===== config.mk =====
export PLATFORM = sky130hd
export DESIGN_NAME = tssp_top
export DESIGN_NICKNAME = d
export VERILOG_FILES = /design/src/tssp_pkg.sv /design/src/tssp_top.sv
export SDC_FILE = /design/constraint.sdc
export NUM_CORES = 1
export LEC_CHECK = 0
export ABC_AREA = 1
export BUFFER_PORTS_ARGS = -buffer_cell sky130_fd_sc_hd__buf_2
export CORE_MARGIN = 2
export CORE_UTILIZATION = 56
export CTS_CLUSTER_DIAMETER = 100
export CTS_CLUSTER_SIZE = 16
export DETAILED_ROUTE_END_ITERATION = 10
export GPL_TIMING_DRIVEN = 0
export PLACE_DENSITY_LB_ADDON = 0.08
export SETUP_SLACK_MARGIN = 0.5
export SLEW_MARGIN = 40
export SYNTH_ARGS = -nofsm -noshare
export SYNTH_HDL_FRONTEND = slang
export SYNTH_SLANG_ARGS = --single-unit

===== constraint.sdc =====
create_clock -name i_mclk -period 6.1 [get_ports i_mclk]
set_clock_uncertainty 0.2 [all_clocks]
set_input_delay 0 -clock i_mclk [delete_from_list [all_inputs] [get_ports i_mclk]]
set_output_delay 0 -clock i_mclk [all_outputs]
set_load 0.03 [all_outputs]

===== src/tssp_pkg.sv =====
// constants for the transceiver status and synchronisation pin block
package tssp_pkg;

   // -------------------------------------------------------------
   // register byte offsets (one aligned 32-bit word each)
   // -------------------------------------------------------------
   localparam logic [5:0] TSSP_OFS_ID      = 6'h00;
   localparam logic [5:0] TSSP_OFS_CTRL    = 6'h04;
   localparam logic [5:0] TSSP_OFS_IMASK   = 6'h08;
   localparam logic [5:0] TSSP_OFS_ISTAT   = 6'h0c;
   localparam logic [5:0] TSSP_OFS_ERRMASK = 6'h10;
   localparam logic [5:0] TSSP_OFS_STATUS  = 6'h14;

   // -------------------------------------------------------------
   // control register fields
   // -------------------------------------------------------------
   localparam int TSSP_CTL_RUN      = 0;
   localparam int TSSP_CTL_SYNC_OUT = 1;
   localparam int TSSP_CTL_INT_POL  = 2;
   localparam int TSSP_CTL_INT_OD   = 3;
   localparam int TSSP_CTL_RMCK256  = 4;
   localparam int TSSP_CTL_RATIO_LO = 5;
   localparam int TSSP_CTL_IN_MST   = 7;
   localparam int TSSP_CTL_OUT_MST  = 8;
   localparam int TSSP_CTL_W        = 9;
   localparam logic [8:0] TSSP_CTL_RST = 9'h004;

   // -------------------------------------------------------------
   // interrupt sources, receiver error sources, status fields
   // -------------------------------------------------------------
   localparam int TSSP_INT_W        = 3;
   localparam int TSSP_INT_RXFAULT  = 0;
   localparam int TSSP_INT_PREEMPH_FLAG_OUT     = 1;
   localparam int TSSP_INT_BLOCK    = 2;
   localparam int TSSP_ERR_W        = 7;  // validity,parity,biphase,conf,subcode_crc_err,chanstat_crc_err,unlock
   localparam int TSSP_ID_LSB       = 0;
   localparam int TSSP_REV_LSB      = 4;
   localparam int TSSP_ST_FAULT     = 7;
   localparam int TSSP_ST_PREEMPH_FLAG_OUT      = 8;
   localparam int TSSP_ST_ADDR2     = 9;
   localparam int TSSP_ST_INT       = 10;

   // -------------------------------------------------------------
   // stream encodings and timing counts
   // -------------------------------------------------------------
   localparam logic [2:0] TSSP_PREEMPH_FLAG_OUT_50_15    = 3'h4;
   localparam logic [1:0] TSSP_RATIO_256     = 2'h0;
   localparam logic [1:0] TSSP_RATIO_384     = 2'h1;
   localparam logic [1:0] TSSP_RATIO_512     = 2'h2;
   localparam int         TSSP_SYNC_MIN_CYC  = 3;    // encoder clocks
   localparam int         TSSP_BLOCK_SUBFR   = 384;  // 192 frames of two sub-frames
   localparam int         TSSP_RCV_TICKS_FS  = 512;  // recovered ticks per input sample

   typedef enum logic [0:0] {TSSP_BOOT = 1'b0, TSSP_LIVE = 1'b1} tssp_phase_e;
endpackage


===== src/tssp_top.sv =====
// device-side status, interrupt, start-up and block sync pin logic
//
// Contract
// RULE1: readable fixed 4-bit identification code
// RULE2: readable fixed 4-bit revision code
// RULE3: shared clocks and reset release align ports; code starts the dividers only once run is set
// RULE4: synced output ports: all slave or one master
// RULE5: exactly one block sync master, rest slaves
// RULE6: output master clock is 256/384/512 times rate
// RULE7: recovered master clock at 128x or 256x
// RULE8: word clocks toggle at their port sample rate
// RULE9: reset gives low power and initial state
// RULE10: hold reset until supplies, clocks stable
// RULE11: interrupt sources maskable, causes readable
// RULE12: interrupt polarity and open-drain selectable
// RULE13: interrupt drops after status read and clear
// RULE14: receiver fault high, updated per sub-frame
// RULE15: seven receiver error conditions raise fault
// RULE16: each fault condition individually maskable
// RULE17: fault tracks unmasked errors immediately; code updates it only at each sub-frame strobe
// RULE18: emphasis flag low only for 50/15
// RULE19: emphasis pin strap sets address bit two
// RULE20: sync output high during first sub-frame
// RULE21: sync input three clocks starts next block
// RULE22: line drivers low while in reset
// RULE23: strap pins sampled at reset exit
// RULE24: sync pin role written while stopped
`timescale 1ns/1ps
module tssp_top
   import tssp_pkg::*;
#(
   parameter logic [3:0] ID_CODE  = 4'h5,  // arbitrary value
   parameter logic [3:0] REV_CODE = 4'h2   // arbitrary value
)(
   input  wire logic                  i_mclk,
   input  wire logic                  i_srst,
   input  wire logic [5:0]            i_avs_address,
   input  wire logic                  i_avs_read,
   input  wire logic                  i_avs_write,
   input  wire logic [31:0]           i_avs_writedata,
   output logic      [31:0]           o_avs_readdata,
   output logic                       o_avs_waitrequest,
   input  wire logic [TSSP_ERR_W-1:0] i_rx_err_flags,
   input  wire logic                  i_rx_subframe_stb,
   input  wire logic [2:0]            i_preemph_flag_out_code,
   input  wire logic                  i_preemph_flag_out_valid,
   input  wire logic                  i_preemph_pin,
   output logic                       o_preemph_flag_out,
   output logic                       o_preemph_oe,
   output logic                       o_ctrl_addr_bit2,
   output logic                       o_rx_fault_out,
   output logic                       o_int_pin,
   output logic                       o_int_oe,
   input  wire logic                  i_tx_subframe_stb,
   input  wire logic                  i_cs_block_sync,
   output logic                       o_cs_block_sync,
   output logic                       o_cs_block_sync_oe,
   input  wire logic                  i_tx_line_data,
   output logic                       o_line_drv_pos,
   output logic                       o_line_drv_neg,
   input  wire logic                  i_rcv_tick,
   input  wire logic                  i_out_master_clk_tick,
   output logic                       o_recovered_master_clk,
   output logic                       o_in_word_clk,
   output logic                       o_in_word_oe,
   output logic                       o_out_word_clk,
   output logic                       o_out_word_oe,
   output logic                       o_low_power
);

   // -------------------------------------------------------------
   // helpers
   // -------------------------------------------------------------
   // half a word period in output master clock ticks
   function automatic logic [8:0] ratio_half(input logic [1:0] sel);
      case (sel)
         TSSP_RATIO_384: ratio_half = 9'h0c0;
         TSSP_RATIO_512: ratio_half = 9'h100;
         default:        ratio_half = 9'h080;
      endcase
   endfunction

   // -------------------------------------------------------------
   // state
   // -------------------------------------------------------------
   logic [TSSP_CTL_W-1:0] ctl_q, ctl_d;
   logic [TSSP_INT_W-1:0] imask_q, imask_d, istat_q, istat_d;
   logic [TSSP_ERR_W-1:0] errmask_q, errmask_d;
   logic [31:0]           rdata_q, rdata_d;
   logic                  wait_q, wait_d;
   tssp_phase_e           phase_q, phase_d;
   logic                  addr2_q, addr2_d, fault_q, fault_d, preemph_flag_out_q, preemph_flag_out_d;
   logic                  int_act_q, int_act_d, rd_seen_q, rd_seen_d;
   logic                  intpin_q, intpin_d, intoe_q, intoe_d;
   logic [1:0]            hi_cnt_q, hi_cnt_d;
   logic                  pend_q, pend_d, sync_q, sync_d;
   logic [8:0]            idx_q, idx_d;
   logic                  drvp_q, drvp_d, drvn_q, drvn_d;
   logic [8:0]            rcnt_q, rcnt_d, ocnt_q, ocnt_d;
   logic                  recovered_master_clk_q, recovered_master_clk_d, iwc_q, iwc_d, owc_q, owc_d;
   logic [TSSP_INT_W-1:0] ev;
   logic                  acc, wr_acc, rd_acc, run;

   assign run    = ctl_q[TSSP_CTL_RUN];
   assign acc    = (i_avs_read | i_avs_write) & ~wait_q;
   assign wr_acc = acc & i_avs_write;
   assign rd_acc = acc & i_avs_read;

   // -------------------------------------------------------------
   // avalon slave: one wait cycle, read data staged meanwhile
   // -------------------------------------------------------------
   always_comb
   begin
      wait_d    = ~((i_avs_read | i_avs_write) & wait_q);
      rdata_d   = rdata_q;
      ctl_d     = ctl_q;
      imask_d   = imask_q;
      errmask_d = errmask_q;
      if ((i_avs_read | i_avs_write) & wait_q)
      begin
         rdata_d = 32'h0;  // unmapped offsets read zero
         case (i_avs_address)
            TSSP_OFS_ID:
            begin
               rdata_d[TSSP_ID_LSB +: 4]  = ID_CODE;   // [RULE1]
               rdata_d[TSSP_REV_LSB +: 4] = REV_CODE;  // [RULE2]
            end
            TSSP_OFS_CTRL:    rdata_d[TSSP_CTL_W-1:0] = ctl_q;
            TSSP_OFS_IMASK:   rdata_d[TSSP_INT_W-1:0] = imask_q;
            // an event in the staging cycle is shown too, since the accept clears it
            TSSP_OFS_ISTAT:   rdata_d[TSSP_INT_W-1:0] = istat_q | (ev & imask_q);  // [RULE11]
            TSSP_OFS_ERRMASK: rdata_d[TSSP_ERR_W-1:0] = errmask_q;
            TSSP_OFS_STATUS:
            begin
               rdata_d[TSSP_ERR_W-1:0] = i_rx_err_flags;
               rdata_d[TSSP_ST_FAULT]  = fault_q;
               rdata_d[TSSP_ST_PREEMPH_FLAG_OUT]   = preemph_flag_out_q;
               rdata_d[TSSP_ST_ADDR2]  = addr2_q;
               rdata_d[TSSP_ST_INT]    = int_act_q;
            end
            default: rdata_d = 32'h0;
         endcase
      end
      if (wr_acc)
      begin
         case (i_avs_address)
            TSSP_OFS_CTRL:
            begin
               ctl_d = i_avs_writedata[TSSP_CTL_W-1:0];
               // role only changes while stopped [RULE24]
               if (run)
                  ctl_d[TSSP_CTL_SYNC_OUT] = ctl_q[TSSP_CTL_SYNC_OUT];
            end
            TSSP_OFS_IMASK:   imask_d   = i_avs_writedata[TSSP_INT_W-1:0];  // [RULE11]
            TSSP_OFS_ERRMASK: errmask_d = i_avs_writedata[TSSP_ERR_W-1:0];  // [RULE16]
            default:          ctl_d     = ctl_q;
         endcase
      end
   end

   // -------------------------------------------------------------
   // receiver fault, emphasis, strap, sync and interrupt logic
   // -------------------------------------------------------------
   always_comb
   begin
      // strap is read on the first edge after reset, then pin drives [RULE19] [RULE23]
      phase_d = TSSP_LIVE;
      addr2_d = (phase_q == TSSP_BOOT) ? i_preemph_pin : addr2_q;
      // only re-evaluated per sub-frame, so a glitch between frames is unseen
      fault_d = i_rx_subframe_stb ? |(i_rx_err_flags & ~errmask_q) : fault_q;  // [RULE14] [RULE15] [RULE17]
      preemph_flag_out_d  = preemph_flag_out_q;
      if (i_preemph_flag_out_valid)
         preemph_flag_out_d = (i_preemph_flag_out_code != TSSP_PREEMPH_FLAG_OUT_50_15);  // [RULE18]
      // block sync input: three high clocks arm a block restart [RULE21]
      hi_cnt_d = i_cs_block_sync ? ((hi_cnt_q == 2'(TSSP_SYNC_MIN_CYC)) ? hi_cnt_q
                                                                      : hi_cnt_q + 2'h1)
                                 : 2'h0;
      pend_d   = pend_q;
      if (!ctl_q[TSSP_CTL_SYNC_OUT] && hi_cnt_d == 2'(TSSP_SYNC_MIN_CYC))
         pend_d = 1'b1;
      idx_d = idx_q;
      if (run && i_tx_subframe_stb)
      begin
         if (pend_q || idx_q == 9'(TSSP_BLOCK_SUBFR - 1))
            idx_d = 9'h0;
         else
            idx_d = idx_q + 9'h1;
         pend_d = 1'b0;
      end
      sync_d = (idx_d == 9'h0) & run;  // [RULE20]
      // interrupt events
      ev                  = '0;
      ev[TSSP_INT_RXFAULT] = fault_d & ~fault_q;
      ev[TSSP_INT_PREEMPH_FLAG_OUT]    = preemph_flag_out_d ^ preemph_flag_out_q;
      ev[TSSP_INT_BLOCK]   = run & i_tx_subframe_stb & (idx_d == 9'h0);
      // read clears the status, a new event in the same cycle survives
      istat_d = istat_q;
      if (rd_acc && i_avs_address == TSSP_OFS_ISTAT)
         istat_d = '0;
      istat_d = istat_d | (ev & imask_q);  // [RULE11]
      rd_seen_d = rd_seen_q | (rd_acc && i_avs_address == TSSP_OFS_ISTAT);
      int_act_d = int_act_q;
      if (!int_act_q && |istat_d)
      begin
         int_act_d = 1'b1;
         rd_seen_d = 1'b0;
      end
      else if (int_act_q && rd_seen_q && istat_q == '0)
         int_act_d = 1'b0;  // [RULE13]
      // pin drive per polarity and output type [RULE12]
      if (ctl_q[TSSP_CTL_INT_OD])
      begin
         intpin_d = 1'b0;
         intoe_d  = int_act_d;
      end
      else
      begin
         intpin_d = int_act_d ~^ ctl_q[TSSP_CTL_INT_POL];
         intoe_d  = 1'b1;
      end
      // drivers idle low until running [RULE22]
      drvp_d = run & i_tx_line_data;
      drvn_d = run & ~i_tx_line_data;
   end

   // -------------------------------------------------------------
   // clock outputs from enable ticks
   // -------------------------------------------------------------
   always_comb
   begin
      rcnt_d = rcnt_q;
      recovered_master_clk_d = recovered_master_clk_q;
      iwc_d  = iwc_q;
      if (run && i_rcv_tick)
      begin
         rcnt_d = rcnt_q + 9'h1;
         // 128x needs every second tick, 256x every tick [RULE7]
         if (ctl_q[TSSP_CTL_RMCK256] || rcnt_q[0])
            recovered_master_clk_d = ~recovered_master_clk_q;
         if (rcnt_q == 9'(TSSP_RCV_TICKS_FS / 2 - 1))
            rcnt_d = 9'h0;
         if (rcnt_q == 9'(TSSP_RCV_TICKS_FS / 2 - 1))
            iwc_d = ~iwc_q;  // [RULE8]
      end
      ocnt_d = ocnt_q;
      owc_d  = owc_q;
      // dividers clear in reset and start counting when run is set, so parts sharing reset and run line up [RULE3]
      if (run && i_out_master_clk_tick)
      begin
         if (ocnt_q >= ratio_half(ctl_q[TSSP_CTL_RATIO_LO +: 2]) - 9'h1)
         begin
            ocnt_d = 9'h0;
            owc_d  = ~owc_q;  // [RULE6] [RULE8]
         end
         else
            ocnt_d = ocnt_q + 9'h1;
      end
   end

   // -------------------------------------------------------------
   // registers; reset returns everything to idle [RULE9]
   // -------------------------------------------------------------
   always_ff @(posedge i_mclk)
   begin
      if (i_srst)
      begin
         ctl_q     <= TSSP_CTL_RST;
         imask_q   <= '0;
         istat_q   <= '0;
         errmask_q <= '0;
         rdata_q   <= 32'h0;
         wait_q    <= 1'b1;
         phase_q   <= TSSP_BOOT;
         addr2_q   <= 1'b0;
         fault_q   <= 1'b1;  // flagged until first clean sub-frame
         preemph_flag_out_q    <= 1'b1;
         int_act_q <= 1'b0;
         rd_seen_q <= 1'b0;
         intpin_q  <= 1'b0;
         intoe_q   <= 1'b0;
         hi_cnt_q  <= 2'h0;
         pend_q    <= 1'b0;
         sync_q    <= 1'b0;
         idx_q     <= 9'h0;
         drvp_q    <= 1'b0;
         drvn_q    <= 1'b0;
         rcnt_q    <= 9'h0;
         ocnt_q    <= 9'h0;
         recovered_master_clk_q    <= 1'b0;
         iwc_q     <= 1'b0;
         owc_q     <= 1'b0;
      end
      else
      begin
         ctl_q     <= ctl_d;
         imask_q   <= imask_d;
         istat_q   <= istat_d;
         errmask_q <= errmask_d;
         rdata_q   <= rdata_d;
         wait_q    <= wait_d;
         phase_q   <= phase_d;
         addr2_q   <= addr2_d;
         fault_q   <= fault_d;
         preemph_flag_out_q    <= preemph_flag_out_d;
         int_act_q <= int_act_d;
         rd_seen_q <= rd_seen_d;
         intpin_q  <= intpin_d;
         intoe_q   <= intoe_d;
         hi_cnt_q  <= hi_cnt_d;
         pend_q    <= pend_d;
         sync_q    <= sync_d;
         idx_q     <= idx_d;
         drvp_q    <= drvp_d;
         drvn_q    <= drvn_d;
         rcnt_q    <= rcnt_d;
         ocnt_q    <= ocnt_d;
         recovered_master_clk_q    <= recovered_master_clk_d;
         iwc_q     <= iwc_d;
         owc_q     <= owc_d;
      end
   end

   // -------------------------------------------------------------
   // outputs
   // -------------------------------------------------------------
   assign o_avs_readdata         = rdata_q;
   assign o_avs_waitrequest      = wait_q;
   assign o_preemph_flag_out     = preemph_flag_out_q;
   assign o_preemph_oe           = (phase_q == TSSP_LIVE);
   assign o_ctrl_addr_bit2       = addr2_q;
   assign o_rx_fault_out         = fault_q;
   assign o_int_pin              = intpin_q;
   assign o_int_oe               = intoe_q;
   assign o_cs_block_sync        = sync_q;
   assign o_cs_block_sync_oe     = ctl_q[TSSP_CTL_SYNC_OUT];  // [RULE5]
   assign o_line_drv_pos         = drvp_q;
   assign o_line_drv_neg         = drvn_q;
   assign o_recovered_master_clk = recovered_master_clk_q;
   assign o_in_word_clk          = iwc_q;
   assign o_in_word_oe           = ctl_q[TSSP_CTL_IN_MST];
   assign o_out_word_clk         = owc_q;
   assign o_out_word_oe          = ctl_q[TSSP_CTL_OUT_MST];  // [RULE4]
   assign o_low_power            = ~run;
endmodule


==> run_results.csv, run 1 <==
group,metric,value,unit
floorplanning,io_pins,109,
pwr,p_sw,0.252,mW
clocking,clock-root-buffer,"clkbuf_8",
sta,hold_slack,0.0289,ns
sta,worst_pin_slew,0.737,ns
clocking,postCtsSetupRepairBufs,0,
finish,final_common_cell,"nand2_1",
drt,drtIter0Drc,216,
clocking,cts.sinks,78,
finish,final_area,4890,um^2
sta,drv_slew,0,
sta,period_needed,2.61,ns
floorplanning,die_area,7540,um^2
synth,synth-edff-count,0,
grt,grt_overflow_total,0,
min_path,hold_end,"istat_q[1]$_SDFF_PP0_",
floorplanning,core,6720,um^2
grt,antenna_found_initial,0,
clocking,cts_htree_levels,3,
clocking,cts_tree,"yes",
critical_path,slowest_stage,"dlygate4sd3_1",
synth,avgSynthCellArea,7.17,um^2
critical_path,path_buf_inv,4,
run,max-cap-violations,0,
finish,drive_gt1_share,17.8,%
clocking,clockBufferDepth,2,
drt,drc,0,
critical_path,r2r_slack,3.69,ns
min_path,hold_path_class,"input pin to flop",
drt,vias,3841,
min_path,min_path_cells,6,
clocking,ctsHoldBuffers,32,
critical_path,required,6.15,ns
pwr,cellPowerDensity,222,nW/um^2
finish,area_growth,27.4,%
pwr,p_int,0.835,mW
synth,syn_area,3840,um^2
synth,ys_async_sr_fraction,0,%
critical_path,path_class,"input pin to flop",
finish,num-fill-cells,568,
finish,final_nets,732,
critical_path,r2r-start,"ctl_q[5]$_SDFFE_PP0P_",
floorplanning,die_w,86.8,um
synth,yosysUniqueCellTypes,42,
pwr,clockPowerShare,42.8,%
min_path,min_from,"i_preemph_flag_out_code[2]",
placed_design,hpwl,6760,um
clocking,clk_pin_slew,0.07,ns
pwr,cellLeakagePower,2.26,nW
drt,dr.pass1.iters,5,
pwr,switching_share,23.1,%
synth,synth_seq_cells,78,
grt,grt_pass1_vias,3478,
grt,grt_util_met3,4.00,%
placed_design,place_area,4340,um^2
critical_path,r2r_end,"ocnt_q[5]$_SDFFE_PP0P_",
critical_path,cp-start-kind,"input pin",
critical_path,crit_path_end_kind,"flop",
drt,via_per_inst,5.14,
critical_path,path_cells,"dlygate4sd3_1 -> buf_2 -> nor2_1 -> dlygate4sd3_1 -> nand3_1 -> dlygate4sd3_1 -> nand2_1 -> nand3_1 -> nand2_1 -> nor2_1 -> nand3_2 -> nand2_4 -> a21oi_1 -> nor2_1",
grt,grt_max_degree,13,
floorplanning,die_h,86.8,um
placed_design,dp_slack,3.77,ns
pwr,combPwrFrac,9.7,%
sta,slew_headroom,50.9,%
finish,final_cell_mix,"90 x nand2_1, 85 x inv_1, 78 x dfxtp_1, 66 x buf_2, 65 x nor2_1",
finish,n_antenna_cell,0,
sta,tns,0,ns
critical_path,reg2regPathDepth,10,
drt,postRouteAntennaNets,0,
sta,min_period_over_period,42.7,%
sta,fin_ws,3.49,ns
floorplanning,std_cell_rows,30,
synth,yosysSeqAreaShare,40.7,%
placed_design,portBuffers,64,
critical_path,max_stage_delay,0.56,ns
grt,grt_pass1_wl,15500,um
critical_path,crit_fanout,4,
sta,setup_violations,0,
grt,met2_usage,42.2,%
critical_path,cp_top_family,"buffers and inverters",
drt,routed_wirelength,9720,um
clocking,cts_buffers,9,
drt,wire_per_inst,13.0,um
sta,rsz0062_at_grt,"false",
run_status,outcome,"finished, final reports clean",
finish,utilization,72.8,%
grt,grt.busiest_layer,"met2",
critical_path,arrival,2.65,ns
floorplanning,initial_utilization,57.2,%
placed_design,gp_congestion,0.923,
synth,yosys_warnings,0,
synth,netlist_instances,536,
pwr,ir_drop,142,uV
clocking,cts.repair.resized,0,
pwr,seq_power_share,47.6,%
clocking,clkLatencyLatePin,0.35,ns
grt,grt_use_met1,33.6,%
sta,hold_viol_final,0,
synth,ys.flop_type,"dfxtp_1",
sta,max_freq,0.383,GHz
grt,grt_use_total,26.3,%
[worst min-delay path, cell delays in order]
cell and delay (ns):
buf_2 0.08, nand3_1 0.08, o21ai_0 0.10, nand2_1 0.06, nand3_1 0.13, a21oi_1 0.09
[per-layer routing]
metal  vias to the layer above  wire, um
li1                       1940         -
met1                      1724      4220
met2                       145      4530
met3                        32       574
met4                         0       386
met5                         -         0
[Yosys cell counts (5+ instances only)]
library cell | count | area share, %
inv_1 | 85 | 8.3
nor3_1 | 7 | 0.91
o221ai_1 | 5 | 1.1
nor2_1 | 65 | 6.4
nand2_1 | 90 | 8.8
dfxtp_1 | 78 | 41
ha_1 | 9 | 2.9
o21ai_0 | 40 | 5.2
xor2_1 | 8 | 1.8
nand3_1 | 32 | 4.2
clkbuf_1 | 7 | 0.68
buf_4 | 22 | 4.3
a21oi_1 | 40 | 5.2
[layout make-up]
class	instances	area [um^2]	area share, %
multi-input combinational	361	1830	37.4
sequential	78	1560	31.9
timing repair buffer	96	641	13.1
inverter	86	323	6.60
buffer	31	201	4.12
clock buffer	11	141	2.89
tap	80	100	2.05
clock inverter	4	95.1	1.94
[power by group through the flow]
| stage | Clock (mW) | Combinational, mW | Sequential [mW] |
|---|---|---|---|
| 3_5_place_dp | 0 | 0.0880 | 0.529 |
| 4_1_cts | 0.472 | 0.102 | 0.517 |
| 3_3_place_gp | 0 | 0.0865 | 0.529 |
| 5_1_grt | 0.491 | 0.112 | 0.518 |
| 2_1_floorplan | 0 | 0.0512 | 0.537 |
| 6_report | 0.465 | 0.105 | 0.517 |
[cells by family (layout without fill, tap and decap cells)]
kind of cell	after synthesis	in the layout	synth area share, %
AOI/OAI and AO/OA	103	103	15.1
buffers and inverters	117	228	13.6
adders and majority gates	9	9	2.93
and+or+nand+nor	219	219	25.5
xor gates and xnor gates	9	9	2.05
other	1	21	0.0976
DFF	78	78	40.7
[metrics by stage]
step / std cells / power, mW
after CTS: 747 / 1.09
after global placement: 700 / 0.615
after floorplan: 556 / 0.588
after global routing: 747 / 1.12
after detailed placement: 700 / 0.617
final: 747 / 1.09
[registers in the layout, indices dropped and copies added, names as in the netlist, 2 cells and up]
signal,cells
o_avs_readdata,11
ctl_q,9
imask_q,3
ocnt_q,9
idx_q,9
istat_q,3
rcnt_q,9
errmask_q,7
hi_cnt_q,2
[how the worst max path moves through the flow]
stage | depth (start not counted) | start | end | slack (ns)
floorplan | 10 | ctl_q[5]$_SDFFE_PP0P_ | ocnt_q[5]$_SDFFE_PP0P_ | 4.03
global placement | 10 | ctl_q[5]$_SDFFE_PP0P_ | ocnt_q[5]$_SDFFE_PP0P_ | 3.81
detailed placement | 10 | ctl_q[5]$_SDFFE_PP0P_ | ocnt_q[5]$_SDFFE_PP0P_ | 3.77
CTS | 14 | i_preemph_flag_out_code[0] | o_int_pin$_SDFF_PP0_ | 3.53
global route | 14 | i_preemph_flag_out_code[0] | o_int_pin$_SDFF_PP0_ | 3.40
finish | 14 | i_preemph_flag_out_code[0] | o_int_pin$_SDFF_PP0_ | 3.49
No activity file was read; power rests on OpenSTA's default activity.
==> inputs of run 2 (changes only) <==
--- a/config.mk
+++ b/config.mk
@@ -8,7 +8,7 @@
 export ABC_AREA = 1
 export BUFFER_PORTS_ARGS = -buffer_cell sky130_fd_sc_hd__buf_2
 export CORE_MARGIN = 2
-export CORE_UTILIZATION = 56
+export CORE_UTILIZATION = 52
 export CTS_CLUSTER_DIAMETER = 100
 export CTS_CLUSTER_SIZE = 16
 export DETAILED_ROUTE_END_ITERATION = 10
==> constraint.sdc (replaced) <==
create_clock -name i_mclk -period 2.43 [get_ports i_mclk]
set_clock_uncertainty 0.2 [all_clocks]
set_input_delay 0 -clock i_mclk [delete_from_list [all_inputs] [get_ports i_mclk]]
set_output_delay 0 -clock i_mclk [all_outputs]
set_load 0.03 [all_outputs]
==> run 2 against run 1 <==
Flip-flop and latch count unchanged; global-route usage fell by 1.3 points; highest routed layer unchanged; worst setup slack got worse by 3.2 ns; largest cell class unchanged; sequential share of layout area down 2.0 points.
==> run_results.csv, run 2 (synthesized netlist as in run 1, its figures left out) <==
group,metric,value,unit
run_status,outcome,"finished, final reports clean",
sta,slew_headroom,60.8,%
placed_design,portBuffers,64,
placed_design,hpwl,6810,um
finish,final_common_cell,"inv_1",
sta,worst_pin_slew,0.588,ns
sta,min_period_over_period,86.7,%
pwr,clockPowerShare,43.6,%
floorplanning,std_cell_rows,31,
pwr,p_int,2.13,mW
placed_design,dp_slack,0.281,ns
pwr,ir_drop,336,uV
drt,wl_met1,4480,um
run,max-cap-violations,0,
floorplanning,core,7210,um^2
drt,routed_wirelength,10100,um
floorplanning,initial_utilization,53.2,%
drt,wire_per_inst,13.0,um
grt,grt_use_total,24.9,%
clocking,cts_htree_levels,3,
finish,multi_input_area,2050,um^2
floorplanning,die_h,89.9,um
min_path,hold_path_class,"input pin to flop",
finish,utilization,72.5,%
sta,max_freq,0.475,GHz
finish,drive_gt1_share,26.0,%
floorplanning,io_pins,109,
finish,final_cell_mix,"82 x inv_1, 78 x nand2_1, 74 x dfxtp_1, 66 x buf_2, 58 x nor2_1",
sta,setup_violations,0,
pwr,combPwrFrac,9.5,%
pwr,cellLeakagePower,2.36,nW
critical_path,required,2.47,ns
clocking,cts_buffers,9,
clocking,cts_tree,"yes",
finish,area_growth,36.1,%
pwr,p_sw,0.636,mW
clocking,clk_pin_slew,0.08,ns
finish,num-fill-cells,614,
placed_design,dpl.cell_count,719,
drt,met2_length,4770,um
sta,tns,0,ns
sta,period_needed,2.11,ns
sta,rsz0062_at_grt,"true",
placed_design,gp_congestion,0.913,
clocking,clock-root-buffer,"clkbuf_8",
drt,via_per_inst,5.02,
floorplanning,die_w,89.9,um
drt,met3_length,595,um
clocking,cts.sinks,78,
grt,grt_pass1_vias,3719,
finish,n_antenna_cell,0,
clocking,clockBufferDepth,2,
clocking,clkLatencyLatePin,0.35,ns
grt,grt_max_degree,13,
critical_path,cp-start-kind,"flop",
finish,final_cells,777,
critical_path,crit_fanout,7,
critical_path,arrival,2.15,ns
pwr,switching_share,23.0,%
drt,drc,0,
critical_path,reg2regPathDepth,14,
critical_path,crit_path_end_kind,"flop",
critical_path,slowest_stage,"dfxtp_2",
sta,hold_viol_final,0,
drt,dr.pass1.iters,5,
drt,vias,3898,
finish,regArea,1570,um^2
critical_path,path_class,"flop to flop",
grt,antenna_found_initial,0,
critical_path,path_cells,"ha_4 -> nand3_2 -> nor2_1 -> nand2_1 -> nand2_2 -> nand2_4 -> nand2_4 -> nand3_2 -> nor2_4 -> nand3_4 -> nand3_2 -> nand2_4 -> a21oi_2 -> nor2_1",
pwr,seq_power_share,46.9,%
drt,drtIter0Drc,182,
floorplanning,die_area,8090,um^2
min_path,min_path_cells,7,
drt,top_layer,"met4",
grt,grt_pass1_wl,16500,um
sta,fin_ws,0.323,ns
pwr,cellPowerDensity,530,nW/um^2
critical_path,max_stage_delay,0.36,ns
grt,grt_overflow_total,0,
drt,postRouteAntennaNets,0,
finish,final_nets,742,
finish,largest_reg_flops,11,
sta,drv_slew,0,
run 2: cell count changes in the layout (fill, tap and decap cells not counted), moves of 5 or more:
cell,before,now
nand2_2,3,11
ha_1,9,4
nand3_1,32,27
nor2_1,65,58
nand2_1,90,78
buf_4,22,32
run 2: per-layer routing:
metal / global-route usage, % / up-vias
met5: 0 / -
met4: 11.0 / 0
met3: 4.27 / 27
met2: 42.2 / 128
met1: 31.4 / 1780
li1: - / 1963
run 2: worst paths after layout:
check	startpoint	endpoint	slack, ns
setup / recovery	idx_q[1]$_SDFF_PP0_	o_int_pin$_SDFF_PP0_	0.32
hold / removal	i_rx_err_flags[2]	o_avs_readdata[2]$_SDFFE_PP0P_	0.008
setup reg to reg	idx_q[1]$_SDFF_PP0_	o_int_pin$_SDFF_PP0_	0.32
hold reg to reg	hi_cnt_q[0]$_SDFF_PP0_	hi_cnt_q[0]$_SDFF_PP0_	0.23
run 2: through the flow:
stage	hold WS (ns)	cell area (um^2)	power, mW
after floorplan	-0.128	3960	1.48
after global placement	-0.0244	4410	1.55
after detailed placement	-0.00876	4410	1.55
after CTS	0.00694	5120	2.77
after global routing	0.0799	5230	2.86
final	0.00821	5230	2.77
run 2: power groups by stage:
| stage | Clock, mW | Combinational [mW] | Sequential (mW) |
|---|---|---|---|
| after floorplan | 0 | 0.129 | 1.35 |
| after global placement | 0 | 0.219 | 1.33 |
| after detailed placement | 0 | 0.220 | 1.33 |
| after CTS | 1.21 | 0.255 | 1.30 |
| after global routing | 1.28 | 0.284 | 1.30 |
| final | 1.21 | 0.264 | 1.30 |
run 2: worst max-delay path, delay by kind of cell, from the launching register on:
family	cells	cell delay, ns
AND/OR/NAND/NOR	12	1.16
flip-flops	1	0.36
adder cells (fa/ha/maj)	1	0.16
AO/OA/AOI/OAI	1	0.11
run 2: area by class of cell:
class / count / area share, %
clock inverter: 3 / 1.72
buffer: 31 / 3.92
tap: 99 / 2.37
sequential: 78 / 30.0
clock buffer: 13 / 3.04
timing repair buffer: 106 / 13.7
multi-input combinational: 361 / 39.1
inverter: 86 / 6.17
run 2: repair_timing:
action / CTS / global route
setup buffers: 11 / 1
endpoints found under the setup margin: 16 / 27
hold buffers: 30 / 0
endpoints found under the hold margin: 46 / 0
pin swaps: 19 / 5
resized for setup: 21 / 26
